==> config.mk <==
export PLATFORM = sky130hd
export DESIGN_NAME = acit_target
export DESIGN_NICKNAME = d
export VERILOG_FILES = /design/src/shared/acit_pkg.sv /design/src/rtl/acit_line_watch.sv /design/src/rtl/acit_target.sv
export VERILOG_INCLUDE_DIRS = /design/src /design/src/shared
export SDC_FILE = /design/constraint.sdc
export NUM_CORES = 1
export LEC_CHECK = 0
export BUFFER_PORTS_ARGS = -buffer_cell sky130_fd_sc_hd__buf_2
export CAP_MARGIN = 20
export CORE_ASPECT_RATIO = 1.75
export CORE_MARGIN = 5
export CORE_UTILIZATION = 40
export CTS_CLUSTER_SIZE = 25
export DETAILED_ROUTE_END_ITERATION = 8
export GPL_TIMING_DRIVEN = 0
export PLACE_DENSITY = 0.68
export SYNTH_ARGS = -nofsm -noshare
export SYNTH_HDL_FRONTEND = slang
export SYNTH_SLANG_ARGS = --single-unit
==> constraint.sdc <==
create_clock -name aclk -period 2.1 [get_ports aclk]
set_input_delay 0.105 -clock aclk [delete_from_list [all_inputs] [get_ports aclk]]
set_output_delay 0.105 -clock aclk [all_outputs]
set_load 0.1 [all_outputs]
==> src/shared/acit_map.svh <==
/*
 holds: named offsets, field positions, reset values and codes for the
 amplifier control target.
 assumes: included by bare name from the design files.
*/
// Contract
// - mode bit 3 picks internal/external gain
// - mode bit 2 picks fixed 0dB/adjustable volume
// - mode bit 1 set mutes outputs
// - mode bit 0 clear shuts device down
// - strap low two-wire, high SPI
// - address 110110, select pin, then 0
// - start condition makes target compare address
// - bits MSB first, sampled on SCL rise
// - matched address acknowledged by pulling SDA
// - every data byte acknowledged with SDA low
// - further bytes accepted until transfer ends
// - stop condition returns target to idle
// - SCL input only, SDA pull-down only
// - bridged if detect low and override clear
// - beep forces bridged path regardless of settings
`ifndef ACIT_MAP_SVH
`define ACIT_MAP_SVH
// ****************************************
// register offsets
// ****************************************
`define ACIT_OFS_MODE 4'h0
`define ACIT_OFS_VOL 4'h4
`define ACIT_OFS_STAT 4'h8
`define ACIT_OFS_CTRL 4'hC
// ****************************************
// fields and reset values
// ****************************************
`define ACIT_MODE_OVR 4
`define ACIT_MODE_GAIN 3
`define ACIT_MODE_VOLM 2
`define ACIT_MODE_MUTE 1
`define ACIT_MODE_ACT 0
`define ACIT_MODE_RST 5'h00
`define ACIT_VOL_RST 5'h00
`define ACIT_CTRL_RST 1'h1
`define ACIT_ST_BRIDGED 0
`define ACIT_ST_SINGLE 1
`define ACIT_ST_BEEP 2
`define ACIT_ST_IDSEL 3
`define ACIT_ST_SPI 4
`define ACIT_ST_BUSY 5
// ****************************************
// serial link codes
// ****************************************
`define ACIT_ADDR_PREFIX 6'h36
`define ACIT_BYTE_BITS 4'h8
`define ACIT_PFX_MODE 3'h0
`define ACIT_PFX_VOL 3'h4
`define ACIT_RESP_OKAY 2'h0
`define ACIT_RESP_SLVERR 2'h2
`endif

==> src/shared/acit_pkg.sv <==
/*
 holds: types shared by the amplifier control target.
 assumes: compiled before the design modules.
*/
package acit_pkg;
  // ****************************************
  // serial target states
  // ****************************************
  typedef enum logic [2:0] {
    ST_IDLE,
    ST_ADDR,
    ST_ADDR_ACK,
    ST_DATA,
    ST_DATA_ACK,
    ST_SKIP
  } acit_state_type;
endpackage : acit_pkg

==> src/rtl/acit_line_watch.sv <==
/*
 holds: bus-line watcher, turns sampled SCL/SDA into event pulses.
 assumes: line inputs already synchronous to aclk.
*/
`timescale 1ns/1ps
module acit_line_watch (
  input wire logic aclk,
  input wire logic aresetn,
  input wire logic scl_i,
  input wire logic sda_i,
  output logic sda_s,
  output logic start_p,
  output logic stop_p,
  output logic scl_rise_p,
  output logic scl_fall_p
);
  logic scl_q, sda_q;
  // ****************************************
  // edge and condition decode
  // ****************************************
  // start/stop need SCL high on both samples, so a data change is not one
  wire start_d = scl_q & scl_i & sda_q & ~sda_i;
  wire stop_d = scl_q & scl_i & ~sda_q & sda_i;
  // lines idle high after reset so no false edge at release
  always_ff @(posedge aclk) begin
    if (!aresetn) begin
      scl_q <= 1'b1;
      sda_q <= 1'b1;
      sda_s <= 1'b1;
      start_p <= 1'b0;
      stop_p <= 1'b0;
      scl_rise_p <= 1'b0;
      scl_fall_p <= 1'b0;
    end else begin
      scl_q <= scl_i;
      sda_q <= sda_i;
      sda_s <= sda_i;
      start_p <= start_d;
      stop_p <= stop_d;
      scl_rise_p <= ~scl_q & scl_i;
      scl_fall_p <= scl_q & ~scl_i;
    end
  end
endmodule : acit_line_watch

==> src/rtl/acit_target.sv <==
/*
 holds: two-wire control target of the amplifier, its control outputs
 and an AXI4-Lite register slave.
 assumes: one clock; pins synchronous; SDA wire resolved outside from
 sda_oe_n; one AXI write and one read at a time.
*/
`timescale 1ns/1ps
`include "acit_map.svh"
module acit_target #(
  parameter int ADDR_W = 4
) (
  input wire logic aclk,
  input wire logic aresetn,
  input wire logic [ADDR_W-1:0] awaddr,
  input wire logic awvalid,
  output logic awready,
  input wire logic [31:0] wdata,
  input wire logic [3:0] wstrb,
  input wire logic wvalid,
  output logic wready,
  output logic [1:0] bresp,
  output logic bvalid,
  input wire logic bready,
  input wire logic [ADDR_W-1:0] araddr,
  input wire logic arvalid,
  output logic arready,
  output logic [31:0] rdata,
  output logic [1:0] rresp,
  output logic rvalid,
  input wire logic rready,
  input wire logic scl_i,
  input wire logic sda_i,
  output logic sda_o,
  output logic sda_oe_n,
  input wire logic address_select_pin,
  input wire logic interface_select_pin,
  input wire logic headphone_detect_pin,
  input wire logic beep_detect_pin,
  output logic gain_external,
  output logic volume_adjustable,
  output logic audio_mute,
  output logic device_active,
  output logic [4:0] volume_level,
  output logic bridged_output,
  output logic single_ended_output
);
  import acit_pkg::*;

  // ****************************************
  // line events
  // ****************************************
  logic sda_s, start_p, stop_p, rise_p, fall_p;
  acit_line_watch u_watch (
    .aclk(aclk),
    .aresetn(aresetn),
    .scl_i(scl_i),
    .sda_i(sda_i),
    .sda_s(sda_s),
    .start_p(start_p),
    .stop_p(stop_p),
    .scl_rise_p(rise_p),
    .scl_fall_p(fall_p)
  );

  // ****************************************
  // straps, caught once after reset release
  // ****************************************
  logic strap_ok_q, id_sel_q, spi_q;
  always_ff @(posedge aclk) begin
    if (!aresetn) begin
      strap_ok_q <= 1'b0;
      id_sel_q <= 1'b0;
      spi_q <= 1'b0;
    end else if (!strap_ok_q) begin
      strap_ok_q <= 1'b1;
      id_sel_q <= address_select_pin;
      spi_q <= interface_select_pin;
    end
  end

  // ****************************************
  // serial target state machine
  // ****************************************
  acit_state_type state_q, state_d;
  logic [7:0] shift_q;
  logic [3:0] cnt_q;
  logic [4:0] mode_q, vol_q;
  logic ctrl_en_q;
  // spi strap leaves the two-wire target deaf; that framing lives elsewhere
  wire listen = strap_ok_q & ~spi_q & ctrl_en_q;
  wire byte_done = cnt_q == `ACIT_BYTE_BITS;
  wire [7:0] own_addr = {`ACIT_ADDR_PREFIX, id_sel_q, 1'b0};
  wire addr_match = shift_q == own_addr;
  wire in_ack = state_q == ST_ADDR_ACK || state_q == ST_DATA_ACK;
  wire in_bits = state_q == ST_ADDR || state_q == ST_DATA;
  wire line_evt = start_p | stop_p;
  wire commit_p = fall_p & ~line_evt & state_q == ST_DATA_ACK;
  wire [2:0] prefix = shift_q[7:5];
  wire drive_d = state_d == ST_ADDR_ACK || state_d == ST_DATA_ACK;

  // next state; a dropped listen wins, then start and stop override the case, a start mid-frame
  // is a repeated start
  always_comb begin
    state_d = state_q;
    if (!listen) begin
      state_d = ST_IDLE;
    end else if (start_p) begin
      state_d = ST_ADDR;
    end else if (stop_p) begin
      state_d = ST_IDLE;
    end else begin
      unique case (state_q)
        ST_IDLE: state_d = ST_IDLE;
        ST_ADDR: begin
          if (fall_p && byte_done) begin
            state_d = addr_match ? ST_ADDR_ACK : ST_SKIP;
          end
        end
        ST_ADDR_ACK: begin
          if (fall_p) begin
            state_d = ST_DATA;
          end
        end
        ST_DATA: begin
          if (fall_p && byte_done) begin
            state_d = ST_DATA_ACK;
          end
        end
        ST_DATA_ACK: begin
          if (fall_p) begin
            state_d = ST_DATA;
          end
        end
        ST_SKIP: state_d = ST_SKIP;
      endcase
    end
  end

  // state and pull-down enable; SDA is only ever pulled low, SCL never driven
  always_ff @(posedge aclk) begin
    if (!aresetn) begin
      state_q <= ST_IDLE;
      sda_oe_n <= 1'b1;
      sda_o <= 1'b0;
    end else begin
      state_q <= state_d;
      sda_oe_n <= ~drive_d;
      sda_o <= 1'b0;
    end
  end

  // bit shifter, sampled on SCL rise, MSB first
  always_ff @(posedge aclk) begin
    if (!aresetn) begin
      shift_q <= 8'h00;
      cnt_q <= 4'h0;
    end else if (start_p || (fall_p && in_ack)) begin
      cnt_q <= 4'h0;
    end else if (rise_p && in_bits && !byte_done) begin
      shift_q <= {shift_q[6:0], sda_s};
      cnt_q <= cnt_q + 4'h1;
    end
  end

  // ****************************************
  // AXI4-Lite write path
  // ****************************************
  logic aw_have_q, w_have_q;
  logic [ADDR_W-1:0] waddr_q;
  logic [31:0] wdat_q;
  logic wlane_q;
  wire aw_take = awvalid & awready;
  wire w_take = wvalid & wready;
  wire do_write = aw_have_q & w_have_q & ~bvalid;
  wire [3:0] wofs = waddr_q[3:0];
  wire wr_mode = do_write & wlane_q & wofs == `ACIT_OFS_MODE;
  wire wr_vol = do_write & wlane_q & wofs == `ACIT_OFS_VOL;
  wire wr_ctrl = do_write & wlane_q & wofs == `ACIT_OFS_CTRL;
  wire w_mapped = wofs == `ACIT_OFS_MODE || wofs == `ACIT_OFS_VOL ||
                  wofs == `ACIT_OFS_STAT || wofs == `ACIT_OFS_CTRL;

  // ready is a one-cycle registered pulse; address and data in either order
  always_ff @(posedge aclk) begin
    if (!aresetn) begin
      awready <= 1'b0;
      wready <= 1'b0;
      aw_have_q <= 1'b0;
      w_have_q <= 1'b0;
      waddr_q <= '0;
      wdat_q <= 32'h0;
      wlane_q <= 1'b0;
    end else begin
      awready <= awvalid & ~awready & ~aw_have_q & ~bvalid;
      wready <= wvalid & ~wready & ~w_have_q & ~bvalid;
      if (aw_take) begin
        aw_have_q <= 1'b1;
        waddr_q <= awaddr;
      end else if (do_write) begin
        aw_have_q <= 1'b0;
      end
      if (w_take) begin
        w_have_q <= 1'b1;
        wdat_q <= wdata;
        wlane_q <= wstrb[0];
      end else if (do_write) begin
        w_have_q <= 1'b0;
      end
    end
  end

  // response after both halves; unmapped offsets answer slave error
  always_ff @(posedge aclk) begin
    if (!aresetn) begin
      bvalid <= 1'b0;
      bresp <= `ACIT_RESP_OKAY;
    end else if (do_write) begin
      bvalid <= 1'b1;
      bresp <= w_mapped ? `ACIT_RESP_OKAY : `ACIT_RESP_SLVERR;
    end else if (bready) begin
      bvalid <= 1'b0;
    end
  end

  // ****************************************
  // control settings
  // ****************************************
  // a serial commit wins over a software write in the same cycle,
  // the bus is the control path the board was built around
  always_ff @(posedge aclk) begin
    if (!aresetn) begin
      mode_q <= `ACIT_MODE_RST;
      vol_q <= `ACIT_VOL_RST;
      ctrl_en_q <= `ACIT_CTRL_RST;
    end else begin
      if (commit_p && prefix == `ACIT_PFX_MODE) begin
        mode_q <= shift_q[4:0];
      end else if (wr_mode) begin
        mode_q <= wdat_q[4:0];
      end
      if (commit_p && prefix == `ACIT_PFX_VOL) begin
        vol_q <= shift_q[4:0];
      end else if (wr_vol) begin
        vol_q <= wdat_q[4:0];
      end
      if (wr_ctrl) begin
        ctrl_en_q <= wdat_q[0];
      end
    end
  end

  // ****************************************
  // amplifier control outputs
  // ****************************************
  wire hp_bridged = ~headphone_detect_pin & ~mode_q[`ACIT_MODE_OVR];
  // a beep takes the bridged stage whatever mute and headphone say
  wire bridged_d = hp_bridged | beep_detect_pin;
  always_ff @(posedge aclk) begin
    if (!aresetn) begin
      gain_external <= 1'b0;
      volume_adjustable <= 1'b0;
      audio_mute <= 1'b0;
      device_active <= 1'b0;
      volume_level <= `ACIT_VOL_RST;
      bridged_output <= 1'b0;
      single_ended_output <= 1'b0;
    end else begin
      gain_external <= mode_q[`ACIT_MODE_GAIN];
      volume_adjustable <= mode_q[`ACIT_MODE_VOLM];
      audio_mute <= mode_q[`ACIT_MODE_MUTE];
      device_active <= mode_q[`ACIT_MODE_ACT];
      volume_level <= vol_q;
      bridged_output <= bridged_d;
      single_ended_output <= ~bridged_d;
    end
  end

  // ****************************************
  // AXI4-Lite read path
  // ****************************************
  wire [3:0] rofs = araddr[3:0];
  logic [31:0] stat_w;
  always_comb begin
    stat_w = 32'h0;
    stat_w[`ACIT_ST_BRIDGED] = bridged_output;
    stat_w[`ACIT_ST_SINGLE] = single_ended_output;
    stat_w[`ACIT_ST_BEEP] = beep_detect_pin;
    stat_w[`ACIT_ST_IDSEL] = id_sel_q;
    stat_w[`ACIT_ST_SPI] = spi_q;
    stat_w[`ACIT_ST_BUSY] = state_q != ST_IDLE;
  end
  wire r_mapped = rofs == `ACIT_OFS_MODE || rofs == `ACIT_OFS_VOL ||
                  rofs == `ACIT_OFS_STAT || rofs == `ACIT_OFS_CTRL;
  wire [31:0] rmux = rofs == `ACIT_OFS_MODE ? {27'h0, mode_q} :
                     rofs == `ACIT_OFS_VOL ? {27'h0, vol_q} :
                     rofs == `ACIT_OFS_STAT ? stat_w :
                     rofs == `ACIT_OFS_CTRL ? {31'h0, ctrl_en_q} : 32'h0;
  always_ff @(posedge aclk) begin
    if (!aresetn) begin
      arready <= 1'b0;
      rvalid <= 1'b0;
      rdata <= 32'h0;
      rresp <= `ACIT_RESP_OKAY;
    end else begin
      arready <= arvalid & ~arready & ~rvalid;
      if (arvalid && arready) begin
        rvalid <= 1'b1;
        rdata <= rmux;
        rresp <= r_mapped ? `ACIT_RESP_OKAY : `ACIT_RESP_SLVERR;
      end else if (rready) begin
        rvalid <= 1'b0;
      end
    end
  end

  // ****************************************
  // checks
  // ****************************************
  wire mode_cmt = commit_p && prefix == `ACIT_PFX_MODE;
  gain_src_a: assert property (@(posedge aclk) disable iff (!aresetn)
    mode_cmt |-> ##2 gain_external == $past(shift_q[`ACIT_MODE_GAIN], 2))
    else $error("gain source not taken from mode byte");
  vol_mode_a: assert property (@(posedge aclk) disable iff (!aresetn)
    mode_cmt |-> ##2 volume_adjustable == $past(shift_q[`ACIT_MODE_VOLM], 2))
    else $error("volume mode not taken from mode byte");
  mute_ctl_a: assert property (@(posedge aclk) disable iff (!aresetn)
    mode_cmt |-> ##2 audio_mute == $past(shift_q[`ACIT_MODE_MUTE], 2))
    else $error("mute not taken from mode byte");
  power_ctl_a: assert property (@(posedge aclk) disable iff (!aresetn)
    mode_cmt |-> ##2 device_active == $past(shift_q[`ACIT_MODE_ACT], 2))
    else $error("power state not taken from mode byte");
  spi_deaf_a: assert property (@(posedge aclk) disable iff (!aresetn)
    spi_q && $past(spi_q) |-> sda_oe_n && state_q == ST_IDLE)
    else $error("two-wire target active in spi mode");
  start_cmp_a: assert property (@(posedge aclk) disable iff (!aresetn)
    start_p && listen |=> state_q == ST_ADDR && cnt_q == 4'h0)
    else $error("start did not open address phase");
  bit_sample_a: assert property (@(posedge aclk) disable iff (!aresetn)
    rise_p && in_bits && !byte_done && !start_p |=> shift_q[0] == $past(sda_s))
    else $error("bit not sampled on clock rise");
  addr_ack_a: assert property (@(posedge aclk) disable iff (!aresetn)
    state_q == ST_ADDR && fall_p && byte_done && listen && !line_evt
    |=> sda_oe_n == !$past(addr_match))
    else $error("address acknowledge wrong");
  data_ack_a: assert property (@(posedge aclk) disable iff (!aresetn)
    state_q == ST_DATA && fall_p && byte_done && listen && !line_evt
    |=> !sda_oe_n && state_q == ST_DATA_ACK)
    else $error("data byte not acknowledged");
  next_byte_a: assert property (@(posedge aclk) disable iff (!aresetn)
    commit_p && listen |=> state_q == ST_DATA && sda_oe_n && cnt_q == 4'h0)
    else $error("target not ready for next byte");
  stop_idle_a: assert property (@(posedge aclk) disable iff (!aresetn)
    stop_p && !start_p |=> state_q == ST_IDLE && sda_oe_n)
    else $error("stop did not return to idle");
  sda_drive_a: assert property (@(posedge aclk) disable iff (!aresetn)
    !sda_oe_n |-> in_ack && sda_o == 1'b0)
    else $error("sda driven outside acknowledge");
  hp_cfg_a: assert property (@(posedge aclk) disable iff (!aresetn)
    aresetn && !beep_detect_pin |=> bridged_output == $past(hp_bridged) &&
    single_ended_output == !bridged_output)
    else $error("output stage configuration wrong");
  beep_path_a: assert property (@(posedge aclk) disable iff (!aresetn)
    aresetn && beep_detect_pin |=> bridged_output && !single_ended_output)
    else $error("beep not routed to bridged stage");
  keep_set_a: assert property (@(posedge aclk) disable iff (!aresetn)
    !commit_p && !wr_mode |=> $stable(mode_q))
    else $error("mode changed without completed byte");
endmodule : acit_target

# --- Word-level counts from Yosys, hierarchy flattened ---
# Cells that the tools add are included.
totals:
  regBits: 100
  inputBits: 57
  out_inout_bits: 54
  wordCells: 160
classes:
  n_addsub: 1
  n_eq_ne: 16
  mux: 26
  n_bitwise: 49
  n_reduce_logical: 32
op_table:
  columns: ["cell", "n"]
  rows:
  - ["bitwise AND 1 bit", 28]
  - ["2-to-1 mux 3 bit", 7]
  - ["== test 4 bit (second input constant)", 5]
  - ["2-to-1 mux 5 bit", 4]
  - ["inverter 1 bit", 19]
  - ["2-to-1 mux 6 bit", 3]
  - ["case mux 3 bit (5 select lines)", 1]
  - ["== test 3 bit (second input constant)", 4]
  - ["nonzero test 2 bit", 6]
  - ["logical OR 1 bit", 10]
  - ["== test 3 x 2 -> 1 bit (second input constant)", 3]
  - ["2-to-1 mux 1 bit", 9]
  - ["== test 4 x 3 -> 1 bit (second input constant)", 2]
  - ["== test 8 bit", 1]
  - ["zero test 4 bit", 2]
  - ["logical AND 1 bit", 7]
  - ["zero test 3 bit", 2]
  - ["adder 4 x 1 -> 4 bit (second input constant)", 1]
  - ["2-to-1 mux 2 bit", 2]
  - ["OR reduction 2 bit", 2]
  - ["== test 3 x 1 -> 1 bit (second input constant)", 1]
  - ["nonzero test 3 bit", 1]
  - ["bitwise OR 1 bit", 2]
  - ["AND reduction 2 bit", 1]
  - ["zero test 1 bit", 1]

# --- Longest topological paths before layout ---
logic_depth:
  ltp_word: 10
  mapped_depth: 8
  mapped_depth_nobuf: 7

# --- Modules after synthesis ---
# Synthesis repeated with hierarchy kept, for this count alone.
unflattened:
  hier_cells: 330
  hier_area_um2: 3072.9
modules_own_cells:
  columns: ["module", "instances", "cells_each", "area_per_inst_um2", "seq_area_each_um2"]
  rows:
  - ["acit_target", 1, 316, 2890.3, 1321.3]
  - ["acit_line_watch", 1, 14, 182.7, 120.1]

# --- Worst setup path after synthesis ---
# Ideal clock, no wire load.
synth_timing:
  kind: "reg-to-reg"
  from: "register arready"
  to: "register rdata[5]"
  setup_time_ns: 0.070
  t_arrival_ns: 1.950
  required_time_ns: 2.030
  slack_ns: 0.080
  path_stages_with_launch: 5
  path_buffers: 0
  synth_period_minus_slack_ns: 2.020
  cell_sequence: "dfxtp_1 nand2_1 nor3_2 o311ai_0 a21oi_1"
synth_via:
  elab_chain_len: 1
synth_lines:
  columns: ["element", "line_no", "source"]
  rows:
  - ["start, declared", "acit_target.sv:26", "output logic arready,"]
  - ["start signal, assigned", "acit_target.sv:304", "arready <= arvalid & ~arready & ~rvalid;"]
  - ["logical AND 1 bit", "acit_target.sv:305", "if (arvalid && arready) begin"]
  - ["end signal, assigned", "acit_target.sv:307", "rdata <= rmux;"]
  - ["end, declared", "acit_target.sv:27", "output logic [31:0] rdata,"]
# Every way passes these cells.
# A chain may end at the register's enable or synchronous reset.

# --- Worst setup path in the final report ---
layout_timing:
  from: "register cnt_q[0]"
  to: "register shift_q[0]"
layout_via:
  elab_chain_len: 4
layout_lines:
  columns: ["element", "line_no", "source"]
  rows:
  - ["start, declared", "acit_target.sv:86", "logic [3:0] cnt_q;"]
  - ["start signal, assigned", "acit_target.sv:161", "cnt_q <= cnt_q + 4'h1;"]
  - ["== test 4 bit (no line)", null, null]
  - ["zero test 1 bit", "acit_target.sv:159", "end else if (rise_p && in_bits && !byte_done) begin"]
  - ["logical AND 1 bit", "acit_target.sv:159", null]
  - ["AND reduction 2 bit (no line)", null, null]
  - ["end signal, assigned", "acit_target.sv:160", "shift_q <= {shift_q[6:0], sda_s};"]
  - ["end, declared", "acit_target.sv:85", "logic [7:0] shift_q;"]
# Every way passes these cells.

==> flow_summary.rst <==
.. list-table::
   :header-rows: 1

   * - Metric
     - Value
   * - Outcome
     - completed
   * - Count of port buffers added during placement
     - 49
   * - RR Startpoint
     - cnt_q[0]
   * - Final clock skew
     - 0.00769 ns
   * - Largest fanout on the critical path
     - 8
   * - EDFF count, synth
     - 0
   * - CTS root buffer
     - clkbuf_16
   * - Largest buffer count on any clock path
     - 2
   * - Total routing resource utilization after global routing
     - 0.145
   * - Floorplan Core Area
     - 7620 sq um
   * - Router iterations before antenna repair
     - 4
   * - Worst min-delay path startpoint
     - wstrb[0]
   * - Number of DRC markers in iteration 0
     - 119
   * - Via count of the first global-routing pass
     - 2520
   * - Distinct cell type count after synthesis
     - 50
   * - Multi-input logic area
     - 1470 sq um
   * - Routed met2 length
     - 3.61 mm
   * - Relative contribution of combinational cells to total power
     - 0.130
   * - Share of Yosys cell area claimed by the top area cell type
     - 0.461
   * - Period Utilization, post-route
     - 0.855
   * - Part of the power in registers
     - 0.400
   * - Worst min path class
     - in2reg
   * - Wirelength per Cell
     - 13.2 um
   * - Die Ht
     - 127 um
   * - Total DRC errors in the routed layout
     - 0
   * - Total routed wire length on the met1 layer
     - 2.63 mm
   * - Post-layout power
     - 3.52 mW
   * - TritonCTS clock tree
     - done
   * - Worst hold path depth
     - 3
   * - Pre-CTS WS
     - 0.306 ns
   * - Net Sw Power
     - 0.963 mW
   * - Fraction of synthesis flops using an asynchronous set or reset pin
     - 0
   * - Antenna Violating Nets Remaining
     - 0
   * - Synthesized cell area
     - 3120 sq um
   * - Starting Density
     - 0.410
   * - Most area-consuming cells after synthesis
     - dfxtp_1 46%, mux2i_1 7.7%, buf_4 7.2%
   * - Width of the die
     - 76.8 um
   * - Worst Hold Endpoint
     - wlane_q
   * - Maximum ir drop on the vdd rail
     - 0.494 mV
   * - Ys Warns
     - 0
   * - Required time at the endpoint of the critical path
     - 2.30 ns
   * - Number of vias per cell
     - 4.81
   * - Routed vias
     - 2500
   * - Proportion of layout cells with a drive suffix above 1
     - 0.257
   * - Top cell type by total area after synthesis
     - dfxtp_1
   * - Setup TNS Final
     - 0 ns
   * - Largest net degree at the start of global routing
     - 14
   * - H-Tree Level Count
     - 3
   * - Syn Inst Count
     - 336
   * - Cell Rows
     - 42
   * - Die area
     - 9750 sq um
   * - Final Hold Vio Count
     - 0
   * - Number of antenna violations at the first check in global routing
     - 0
   * - Worst-Margin Slew
     - 0.564 ns
   * - Maxcap violations
     - 0
   * - Worst hold margin
     - 0.0242 ns
   * - Gpl congestion
     - 0.782
   * - Worst-case setup margin in the final layout
     - 0.304 ns
   * - DP Wirelength
     - 5.28 mm
   * - Count of state elements after synthesis
     - 72
   * - Clock insertion delay at the later pin of the skew report
     - 0.33 ns
   * - Most instantiated cells after synthesis
     - 72 x dfxtp_1, 40 x nor2_1, 30 x buf_4
   * - Peak Freq
     - 557 MHz
   * - Kind of end point of the critical path
     - register
   * - IO Pins
     - 111
   * - Power density normalized to cell area
     - 893 nW/um^2
   * - Synth-to-Final Area Change
     - 26.3%
   * - First-pass GRT wire length
     - 11.4 mm
   * - Leak
     - 1.80 nW
   * - Sequential element share of the synthesized area
     - 0.461
   * - Startpoint kind of the worst setup timing path
     - register
   * - Kind of critical path
     - reg2reg
   * - Setup-failing EPs final
     - 0
   * - Diodes inserted
     - 0
   * - Share of total power in the clock network
     - 0.470
   * - Number of clock sinks seen by CTS
     - 72
   * - Topmost layer with routed signal wires
     - met4
   * - Critical path data arrival time
     - 2.00 ns
   * - Remaining Overflow, GRT
     - 0
   * - Register-to-register setup slack
     - 0.30 ns
   * - Primary FF master, synth
     - dfxtp_1
   * - Total number of nets in the final design
     - 486
   * - Most instantiated library cell after synthesis
     - dfxtp_1
   * - Net Sw Frac
     - 0.273
   * - Drt total wl
     - 6.87 mm
   * - Max Transition Viols Final
     - 0
   * - RSZ-0062 raised after global routing
     - no
   * - Max-slew headroom at the worst pin
     - 0.624
   * - Detailed route wirelength on metal3
     - 409 um
   * - Average cell area after synthesis
     - 9.30 sq um
   * - Area used by sequential logic in the layout
     - 1440 sq um
   * - Number of buffers inserted during clock tree synthesis
     - 9
   * - Clock-pin slew on the worst setup and hold paths
     - 0.06 ns
   * - Clock period minus final worst setup slack
     - 1.80 ns
   * - Endpoint of the most critical register-to-register path
     - shift_q[0]
   * - Post-CTS setup buffer count
     - 0
   * - Filler cell count
     - 713
   * - Internal
     - 2.56 mW
   * - Number of cells on the worst reg-to-reg path
     - 8
-- stage by stage --
step | cell area, sq um | util | cells
after floorplan | 3230 | - | 364
after global placement | 3580 | 0.470 | 501
after detailed placement | 3580 | 0.470 | 501
after CTS | 3950 | 0.518 | 520
after global routing | 3950 | 0.518 | 520
final | 3950 | 0.518 | 520
-- flip-flops by register name, summed over array words and instances, names as in the netlist, 3 cells and up --
register      flops
vol_q             5
waddr_q           4
volume_level      5
cnt_q             4
wdat_q            5
state_q           3
shift_q           8
rdata             6
mode_q            5
-- layout by cell type (no fill, tap or decap), types with 2 or more instances in the layout --
| cell | n |
|---|---|
| dfxtp_1 | 72 |
| buf_2 | 51 |
| nor2_1 | 40 |
| buf_4 | 30 |
| conb_1 | 29 |
| nand2_1 | 26 |
| mux2i_1 | 24 |
| a21oi_1 | 19 |
| and2_1 | 13 |
| nand3_1 | 12 |
| a211oi_1 | 11 |
| clkbuf_1 | 10 |
| o21ai_0 | 9 |
| clkbuf_16 | 9 |
| inv_1 | 8 |
| nand2b_1 | 5 |
| a22oi_1 | 5 |
| xor2_1 | 4 |
| nor4b_1 | 3 |
| nand3b_1 | 3 |
| dlygate4sd3_1 | 3 |
| a31oi_1 | 2 |
| nand4_2 | 2 |
| nor3_1 | 2 |
| o311ai_0 | 2 |
| nand4_1 | 2 |
| o31ai_1 | 2 |
| nor3b_1 | 2 |
| ha_1 | 2 |
| clkinv_4 | 2 |
| bufinv_16 | 2 |
-- cell families (layout without fill, tap and decap cells) --
logic type               Yosys count  count (layout)  synth area share
AND/OR/NAND/NOR                  122             122             0.210
flip-flops                        72              72             0.461
AO/OA/AOI/OAI                     56              56             0.118
buffers and inverters             53             121             0.103
multiplexers                      25              25            0.0841
XOR/XNOR                           5               5            0.0140
adder cells (fa/ha/maj)            2               2           0.00801
other                              1              29           0.00120
-- how the worst max path moves through the flow --
| stage | slack [ns] | to | cells after the start | from |
|---|---|---|---|---|
| after global placement | 0.36 | shift_q[0] | 8 | cnt_q[0] |
| after global routing | 0.16 | shift_q[0] | 8 | cnt_q[0] |
| after detailed placement | 0.31 | shift_q[0] | 8 | cnt_q[0] |
| final | 0.30 | shift_q[0] | 8 | cnt_q[0] |
| after CTS | 0.27 | shift_q[0] | 8 | cnt_q[0] |
| after floorplan | 0.08 | rdata[5] | 4 | arready |
-- power groups by stage --
| stage | clock, mW | combinational (mW) | sequential (mW) |
|---|---|---|---|
| after floorplan | 0 | 0.335 | 1.49 |
| after detailed placement | 0 | 0.452 | 1.44 |
| after global placement | 0 | 0.450 | 1.44 |
| after global routing | 1.74 | 0.482 | 1.41 |
| after CTS | 1.68 | 0.458 | 1.41 |
| final | 1.65 | 0.458 | 1.41 |
-- area by class of cell --
type | count | share of cell area
inverter | 10 | 0.00951
sequential | 72 | 0.365
clock buffer | 10 | 0.0606
multi-input combinational | 239 | 0.372
tap | 88 | 0.0279
clock inverter | 6 | 0.0232
buffer | 43 | 0.0720
timing repair buffer | 52 | 0.0698
-- layer usage --
metal / track usage / vias to the layer above
li1: - / 1287
met1: 0.150 / 1128
met2: 0.256 / 72
met3: 0.0397 / 13
met4: 0.0875 / 0
met5: 0 / -
-- worst max-delay path, stage by stage, from the launching register on --
cell and delay, ns:
dfxtp_1 0.38, inv_1 0.06, ha_1 0.20, nand3b_1 0.08
and4_1 0.20, clkbuf_1 0.25, nand2_2 0.23, mux2i_1 0.21
nor2_1 0.05
-- timing repair --
action,4_1_cts,5_1_grt
hold endpoints to repair,4,0
gates resized for setup,0,0
hold buffers,3,0
Note: power is estimated with default switching activity, not from simulation.
